`src/dsr_regs.svh`:
```
// How it works
// RL1: velocity quick stop uses dedicated emergency ramp
// RL2: ramp rate is speed step over time step
// RL3: speed scaled by signed multiplier over divisor
// RL4: divisor is signed 32-bit, resets to one
// RL5: quick stop code 0: immediate stop, disable
// RL6: codes 1/2: slow/quick ramp, then disable
// RL7: codes 5/6: brake, hold quick stop energized
// RL8: shutdown code 0 coasts, 1 ramps down
// RL9: disable code 0 coasts, 1 ramps down
// RL10: reserved option codes are refused, value kept
`ifndef DSR_REGS_SVH
`define DSR_REGS_SVH
`define DSR_OFS_RAMP_SPEED 16'h604A
`define DSR_OFS_RAMP_TIME  16'h604B
`define DSR_OFS_SCALE_MUL  16'h604C
`define DSR_OFS_SCALE_DIV  16'h604D
`define DSR_OFS_QS_CODE    16'h605A
`define DSR_OFS_SD_CODE    16'h605B
`define DSR_OFS_DIS_CODE   16'h605C
`define DSR_OFS_STATUS     16'h6070
`define DSR_RST_RAMP_SPEED 32'h00001388
`define DSR_RST_RAMP_TIME  16'h0001
`define DSR_RST_SCALE_MUL  32'h00000001
`define DSR_RST_SCALE_DIV  32'h00000001
`define DSR_RST_QS_CODE    16'h0002
`define DSR_RST_SD_CODE    16'h0001
`define DSR_RST_DIS_CODE   16'h0001
`endif

```
`src/dsr_pkg.sv`:
```
package dsr_pkg;
  typedef enum logic [2:0]
  {
    DSR_IDLE  = 3'b000,
    DSR_BRAKE = 3'b001,
    DSR_COAST = 3'b010,
    DSR_HOLD  = 3'b011,
    DSR_DONE  = 3'b100
  } dsr_state_t;

  typedef enum logic [1:0]
  {
    DSR_EV_QS  = 2'b00,
    DSR_EV_SD  = 2'b01,
    DSR_EV_DIS = 2'b10
  } dsr_event_t;

  typedef enum logic [1:0]
  {
    DSR_RAMP_NONE  = 2'b00,
    DSR_RAMP_SLOW  = 2'b01,
    DSR_RAMP_QUICK = 2'b10
  } dsr_ramp_t;

  typedef struct packed
  {
    logic [31:0] ramp_speed_r;
    logic [15:0] ramp_time_r;
    logic [31:0] scale_mul_r;
    logic [31:0] scale_div_r;
    logic [15:0] qs_code_r;
    logic [15:0] sd_code_r;
    logic [15:0] dis_code_r;
    logic        reject_r;
    logic [31:0] rdata_r;
    dsr_state_t  state_r;
    dsr_event_t  event_r;
    dsr_ramp_t   ramp_r;
    logic        vel_mode_r;
    logic        energized_r;
  } dsr_st_t;
endpackage

```
`src/dsr_top.sv`:
```
// Implementation choice: the address-and-strobe port.
`timescale 1ns/100ps
`include "dsr_regs.svh"
module dsr_top
  import dsr_pkg::*;
(
  // clock and reset
  input  wire logic        clk_in,
  input  wire logic        rst_n_in,
  // register port
  input  wire logic [15:0] addr_in,
  input  wire logic [31:0] wdata_in,
  input  wire logic        wr_in,
  input  wire logic        rd_in,
  output logic      [31:0] rdata_out,
  // power state machine requests, same clock
  input  wire logic        quickstop_req_in,
  input  wire logic        shutdown_req_in,
  input  wire logic        disable_req_in,
  input  wire logic        velocity_mode_in,
  input  wire logic        motor_stopped_in,
  input  wire logic        resume_in,
  // reaction
  output logic             brake_out,
  output logic             coast_out,
  output logic             energized_out,
  output logic [1:0]       ramp_sel_out,
  output logic             use_emergency_ramp_out,
  output logic             done_out,
  output logic             to_switch_on_disabled_out,
  output logic [31:0]      ramp_speed_step_out,
  output logic [15:0]      ramp_time_step_out,
  output logic [31:0]      speed_unit_mul_out,
  output logic [31:0]      speed_unit_div_out
);

  dsr_st_t s_r;
  dsr_st_t s_nxt;

  function automatic logic qs_ok(input logic [15:0] c);
    qs_ok = (c == 16'h0000) || (c == 16'h0001) || (c == 16'h0002)
         || (c == 16'h0005) || (c == 16'h0006);
  endfunction

  function automatic logic two_ok(input logic [15:0] c);
    two_ok = (c == 16'h0000) || (c == 16'h0001);
  endfunction

  ////////////////////////////////////////////////////////////////////////////
  always_comb
  begin
    s_nxt         = s_r;
    s_nxt.reject_r = 1'b0;
    s_nxt.rdata_r = 32'h00000000;
    if (wr_in)
    begin
      unique case (addr_in)
        `DSR_OFS_RAMP_SPEED: s_nxt.ramp_speed_r = wdata_in;
        `DSR_OFS_RAMP_TIME:  s_nxt.ramp_time_r = wdata_in[15:0];
        `DSR_OFS_SCALE_MUL:  s_nxt.scale_mul_r = wdata_in;
        `DSR_OFS_SCALE_DIV:  s_nxt.scale_div_r = wdata_in;
        `DSR_OFS_QS_CODE:
        begin
          if (qs_ok(wdata_in[15:0])) s_nxt.qs_code_r = wdata_in[15:0]; // RL10
          else s_nxt.reject_r = 1'b1;
        end
        `DSR_OFS_SD_CODE:
        begin
          if (two_ok(wdata_in[15:0])) s_nxt.sd_code_r = wdata_in[15:0]; // RL10
          else s_nxt.reject_r = 1'b1;
        end
        `DSR_OFS_DIS_CODE:
        begin
          if (two_ok(wdata_in[15:0])) s_nxt.dis_code_r = wdata_in[15:0]; // RL10
          else s_nxt.reject_r = 1'b1;
        end
        default: ;
      endcase
    end
    if (rd_in)
    begin
      unique case (addr_in)
        `DSR_OFS_RAMP_SPEED: s_nxt.rdata_r = s_r.ramp_speed_r;
        `DSR_OFS_RAMP_TIME:  s_nxt.rdata_r = {16'h0000, s_r.ramp_time_r};
        `DSR_OFS_SCALE_MUL:  s_nxt.rdata_r = s_r.scale_mul_r;
        `DSR_OFS_SCALE_DIV:  s_nxt.rdata_r = s_r.scale_div_r;
        `DSR_OFS_QS_CODE:    s_nxt.rdata_r = {16'h0000, s_r.qs_code_r};
        `DSR_OFS_SD_CODE:    s_nxt.rdata_r = {16'h0000, s_r.sd_code_r};
        `DSR_OFS_DIS_CODE:   s_nxt.rdata_r = {16'h0000, s_r.dis_code_r};
        `DSR_OFS_STATUS:
          s_nxt.rdata_r = {24'h000000, s_r.energized_r, s_r.state_r,
                           s_r.ramp_r, s_r.event_r};
        default:             s_nxt.rdata_r = 32'h00000000;
      endcase
    end

    unique case (s_r.state_r)
      DSR_IDLE:
      begin
        s_nxt.energized_r = 1'b1;
        s_nxt.vel_mode_r  = velocity_mode_in;
        // quick stop has priority over the other two transitions
        if (quickstop_req_in)
        begin
          s_nxt.event_r = DSR_EV_QS;
          unique case (s_r.qs_code_r)
            16'h0000:
            begin
              s_nxt.ramp_r  = DSR_RAMP_NONE; // RL5
              s_nxt.state_r = DSR_DONE;
            end
            16'h0001, 16'h0005:
            begin
              s_nxt.ramp_r  = DSR_RAMP_SLOW; // RL6 RL7
              s_nxt.state_r = DSR_BRAKE;
            end
            default:
            begin
              s_nxt.ramp_r  = DSR_RAMP_QUICK; // RL6 RL7
              s_nxt.state_r = DSR_BRAKE;
            end
          endcase
        end
        else if (shutdown_req_in || disable_req_in)
        begin
          s_nxt.event_r = shutdown_req_in ? DSR_EV_SD : DSR_EV_DIS;
          if ((shutdown_req_in ? s_r.sd_code_r : s_r.dis_code_r) == 16'h0000)
          begin
            s_nxt.ramp_r      = DSR_RAMP_NONE; // RL8 RL9
            s_nxt.energized_r = 1'b0;
            s_nxt.state_r     = DSR_COAST;
          end
          else
          begin
            s_nxt.ramp_r  = DSR_RAMP_SLOW; // RL8 RL9
            s_nxt.state_r = DSR_BRAKE;
          end
        end
      end
      DSR_BRAKE:
      begin
        if (motor_stopped_in)
        begin
          if (s_r.event_r == DSR_EV_QS &&
              (s_r.qs_code_r == 16'h0005 || s_r.qs_code_r == 16'h0006))
            s_nxt.state_r = DSR_HOLD; // RL7
          else
            s_nxt.state_r = DSR_DONE;
        end
      end
      DSR_COAST:
      begin
        s_nxt.energized_r = 1'b0;
        s_nxt.state_r     = DSR_DONE;
      end
      DSR_HOLD:
      begin
        s_nxt.energized_r = 1'b1;
        s_nxt.ramp_r      = DSR_RAMP_NONE;
        if (resume_in)
          s_nxt.state_r = DSR_IDLE; // RL7
      end
      DSR_DONE:
      begin
        s_nxt.ramp_r      = DSR_RAMP_NONE;
        s_nxt.energized_r = 1'b0;
        s_nxt.state_r     = DSR_IDLE;
      end
      default: s_nxt.state_r = DSR_IDLE;
    endcase
  end

  ////////////////////////////////////////////////////////////////////////////
  always_ff @(posedge clk_in or negedge rst_n_in)
  begin
    if (!rst_n_in)
    begin
      s_r              <= '0;
      s_r.ramp_speed_r <= `DSR_RST_RAMP_SPEED;
      s_r.ramp_time_r  <= `DSR_RST_RAMP_TIME;
      s_r.scale_mul_r  <= `DSR_RST_SCALE_MUL;
      s_r.scale_div_r  <= `DSR_RST_SCALE_DIV; // RL4
      s_r.qs_code_r    <= `DSR_RST_QS_CODE;
      s_r.sd_code_r    <= `DSR_RST_SD_CODE;
      s_r.dis_code_r   <= `DSR_RST_DIS_CODE;
      s_r.state_r      <= DSR_IDLE;
    end
    else
      s_r <= s_nxt;
  end

  ////////////////////////////////////////////////////////////////////////////
  // ramp and scale values go out raw; the divisions are done downstream
  // because a hardware divider here would cost far more than it saves
  assign rdata_out                 = s_r.rdata_r;
  assign brake_out                 = (s_r.state_r == DSR_BRAKE);
  assign coast_out                 = (s_r.state_r == DSR_COAST);
  assign energized_out             = s_r.energized_r;
  assign ramp_sel_out              = s_r.ramp_r;
  assign use_emergency_ramp_out    = brake_out && s_r.vel_mode_r &&
                                     (s_r.ramp_r == DSR_RAMP_QUICK); // RL1
  assign done_out                  = (s_r.state_r == DSR_DONE);
  assign to_switch_on_disabled_out = done_out && (s_r.event_r == DSR_EV_QS); // RL5 RL6
  assign ramp_speed_step_out       = s_r.ramp_speed_r; // RL2
  assign ramp_time_step_out        = s_r.ramp_time_r; // RL2
  assign speed_unit_mul_out        = s_r.scale_mul_r; // RL3
  assign speed_unit_div_out        = s_r.scale_div_r; // RL3
endmodule

```
`config.mk`:
```
export PLATFORM = sky130hd
export DESIGN_NAME = dsr_top
export DESIGN_NICKNAME = d
export VERILOG_FILES = /design/src/dsr_pkg.sv /design/src/dsr_top.sv
export VERILOG_INCLUDE_DIRS = /design/src
export SDC_FILE = /design/constraint.sdc
export NUM_CORES = 1
export LEC_CHECK = 0
export BUFFER_PORTS_ARGS = -buffer_cell sky130_fd_sc_hd__buf_2
export CORE_ASPECT_RATIO = 0.8
export CORE_MARGIN = 8
export CORE_UTILIZATION = 59
export CTS_CLUSTER_DIAMETER = 50
export CTS_CLUSTER_SIZE = 25
export DETAILED_ROUTE_END_ITERATION = 8
export PLACE_DENSITY = 0.86
export SLEW_MARGIN = 10
export SYNTH_ARGS = -nofsm -noshare
export SYNTH_HDL_FRONTEND = slang
export SYNTH_SLANG_ARGS = --single-unit
```
`constraint.sdc`:
```
create_clock -name clk_in -period 2.9 [get_ports clk_in]
set_input_delay 0.145 -clock clk_in [delete_from_list [all_inputs] [get_ports clk_in]]
set_output_delay 0.145 -clock clk_in [all_outputs]
set_load 0.01 [all_outputs]
```
==> flow_summary.json <==
{
  "track_usage_pct": 25.4,
  "htree_levels": 1,
  "swShare_pct": 23.9,
  "fin_setup_tns_ns": 0,
  "finalSetupViolations": 0,
  "syn_area_per_cell_sq_um": 11.8,
  "seqCellArea_sq_um": 5040,
  "io_buffers": 209,
  "netlist.area_leader.share_pct": 49.4,
  "cts_sinks": 201,
  "clk_latency_ns": 0.48,
  "synthCells": 813,
  "die-height_um": 130,
  "p_total_uw": 5750,
  "min_to": "speed_unit_mul_out[2]$_DFFE_PN0P_",
  "final.fill_count": 1135,
  "skew_ns": 0.0188,
  "design.core.area_sq_um": 15900,
  "num_io_pins": 210,
  "p_int_uw": 4370,
  "antenna_found_initial": 0,
  "start_kind": "register",
  "final-hold-violation-count": 0,
  "num_vias": 6895,
  "die_area_sq_um": 20700,
  "clk_pin_slew_ns": 0.08,
  "synth-seq-cells": 201,
  "layout_worst_path_cycle_share_pct": 90.8,
  "start_util_pct": 60.8,
  "cts_tree": "yes",
  "grt_pass1_vias": 7303,
  "r2r_setup_slack_ns": 0.27,
  "sequentialPowerShare_pct": 51.3,
  "drive_gt1_share_pct": 40.4,
  "worst_ep_required_time_ns": 3.30,
  "drt_first_iter_violations": 634,
  "grt_max_degree": 75,
  "synth_common_cells": "dfrtp_1 (190), buf_4 (148), mux2_2 (85)",
  "synth_seq_area_share_pct": 52.4,
  "synth-async-reset-ratio_pct": 100,
  "endpoint_kind": "register",
  "r2r_end": "s_r[7]$_DFFE_PN0P_",
  "slew-limit-headroom_pct": 45.5,
  "multiInputGateArea_sq_um": 3320,
  "final_max_slew_viol_count": 0,
  "clockBufferDepth": 3,
  "fp.dieW_um": 159,
  "worstMarginPinSlew_ns": 0.810,
  "arrival_ns": 3.03,
  "wl_per_cell_um": 23.8,
  "syn_area_sq_um": 9630,
  "min_period_ns": 2.63,
  "gr-total-overflow": 0,
  "synth_nets": 871,
  "synth_area_leaders": "dfrtp_1 (49%), buf_4 (12%), mux2_2 (9.9%), mux2_1 (3.5%), dfstp_2 (3.0%)",
  "p_comb_share_pct": 8.0,
  "power_frac_clock_pct": 40.7,
  "ant_nets": 0,
  "synth_top_area_cell": "dfrtp_1",
  "hpwlAfterDp_um": 18800,
  "r2r_start": "s_r[88]$_DFFE_PN0P_",
  "yosysMostFrequentCell": "dfrtp_1",
  "dr.pass1.iters": 7,
  "outcome": "finished, final reports clean",
  "fmax_ghz": 0.380,
  "path_class": "reg2reg",
  "peakVddDrop_mv": 0.451,
  "num_rows": 41,
  "p_sw_uw": 1380,
  "yosys_warnings": 0,
  "nets": 964,
  "synth_edf_count": 0,
  "gp_congestion": 0.902,
  "power_leakage_uw": 0.00562,
  "ff2ff_path_depth": 6,
  "p_per_area_nw_per_um2": 532,
  "vias_per_cell": 6.10,
  "netlist-cell-type-count": 55,
  "hold_class": "in2reg",
  "drc_errors": 0,
  "drt-total-wl_um": 26900,
  "cp_max_fo": 3,
  "cts_buffers": 14,
  "maxCapViolations": 0,
  "areaGrowthSynthToFinish_pct": 12.0,
  "synthFlopType": "dfrtp_1",
  "worstHoldStart": "wdata_in[2]",
  "holdPathStages": 2,
  "clock_tree.root_cell": "clkbuf_16",
  "grt_pass1_wl_um": 41500,
  "rsz0062_at_grt": "no"
}
[power groups by stage]
stage | Sequential [uW] | Combinational, uW | Clock [uW]
3_3_place_gp | 2990 | 405 | 0
4_1_cts | 2940 | 457 | 2360
2_1_floorplan | 2940 | 249 | 0
6_report | 2950 | 458 | 2340
3_5_place_dp | 3000 | 417 | 0
5_1_grt | 2960 | 503 | 2470
[flip-flops by register name, indices dropped and copies added, names as in the netlist]
signal,count
rdata_out,32
ramp_speed_step_out,32
speed_unit_mul_out,32
s_r,54
ramp_time_step_out,16
energized_out,1
speed_unit_div_out,32
ramp_sel_out,2
[routing by layer]
metal  vias up  global-route usage [%]  wire length [um]
met5         -                       0                 0
met4         0                    10.7               980
met2       417                    40.3             12400
met3        69                    6.45              2640
li1       2974                       -                 -
met1      3435                    33.0             10900
[through the flow]
step           setup WS [ns]  instance area [sq um]  util [%]  std cells  hold slack (ns)
6_report               0.266                  10800      68.1       1130           0.0304
5_1_grt                0.146                  10800      68.1       1129           0.0397
4_1_cts                0.298                  10800      68.0       1128          0.00792
3_5_place_dp           0.402                   9910      62.5       1072            0.199
3_3_place_gp           0.495                   9910      62.5       1072            0.200
2_1_floorplan          0.813                   9630         -        813           -0.151
[worst max-delay path, cell delays in order (launching register included)]
cell	delay, ns
dfrtp_1	0.42
nor4_1	0.47
nand3_1	0.14
nor4_1	0.67
nand3_1	0.16
o211ai_1	0.13
dlygate4sd3_1	0.57
[what timing repair did]
| item | CTS | global route |
|---|---|---|
| endpoints found under the hold margin | 160 | 1 |
| resized for setup | 0 | 0 |
| hold buffers | 32 | 1 |
| setup buffers | 0 | 0 |
[logic make-up (layout without fill, tap and decap cells)]
| kind of cell | Yosys count | after routing | synth area share [%] |
|---|---|---|---|
| muxes | 116 | 116 | 13.5 |
| DFF | 201 | 201 | 52.4 |
| buffers and inverters | 194 | 295 | 13.5 |
| xor gates and xnor gates | 1 | 1 | 0.0909 |
| other | 0 | 1 | 0 |
| and+or+nand+nor | 173 | 173 | 11.0 |
| AOI/OAI and AO/OA | 128 | 128 | 9.53 |
[layout make-up]
type,instances,share of cell area (%)
sequential,201,46.7
multi-input combinational,418,30.8
timing repair buffer,267,14.8
clock buffer,15,3.48
tap,215,2.49
clock inverter,9,1.57
inverter,4,0.139
antenna,1,0.0232
[cells in the final DEF, fill, tap and decap left out, drive strengths merged, types with 3 or more instances in the layout]
cell,n
mux2,115
nor4,21
dfrtp,190
a222oi,16
o21ai,6
inv,8
or3,4
and2,14
clkbuf,16
a32oi,6
nor4b,3
nand2b,3
nand2,41
and4,3
bufinv,4
nor3,8
buf,233
nand3,7
dfstp,11
a21oi,37
nor3b,4
nor2b,30
a22o,4
a31oi,8
nor2,17
a221oi,8
dlygate4sd3,33
a22oi,30
[worst max-delay path by stage]
stage | startpoint | end | slack [ns] | cells past startpoint
floorplan | addr_in[9] | speed_unit_div_out[10]$_DFFE_PN0P_ | 0.81 | 6
global placement | addr_in[9] | s_r[74]$_DFFE_PN0P_ | 0.50 | 7
detailed placement | addr_in[9] | s_r[74]$_DFFE_PN0P_ | 0.40 | 7
CTS | s_r[88]$_DFFE_PN0P_ | s_r[7]$_DFFE_PN0P_ | 0.30 | 6
global route | s_r[88]$_DFFE_PN0P_ | s_r[7]$_DFFE_PN0P_ | 0.15 | 6
finish | s_r[88]$_DFFE_PN0P_ | s_r[7]$_DFFE_PN0P_ | 0.27 | 6
No activity file was read; power rests on OpenSTA's default activity.
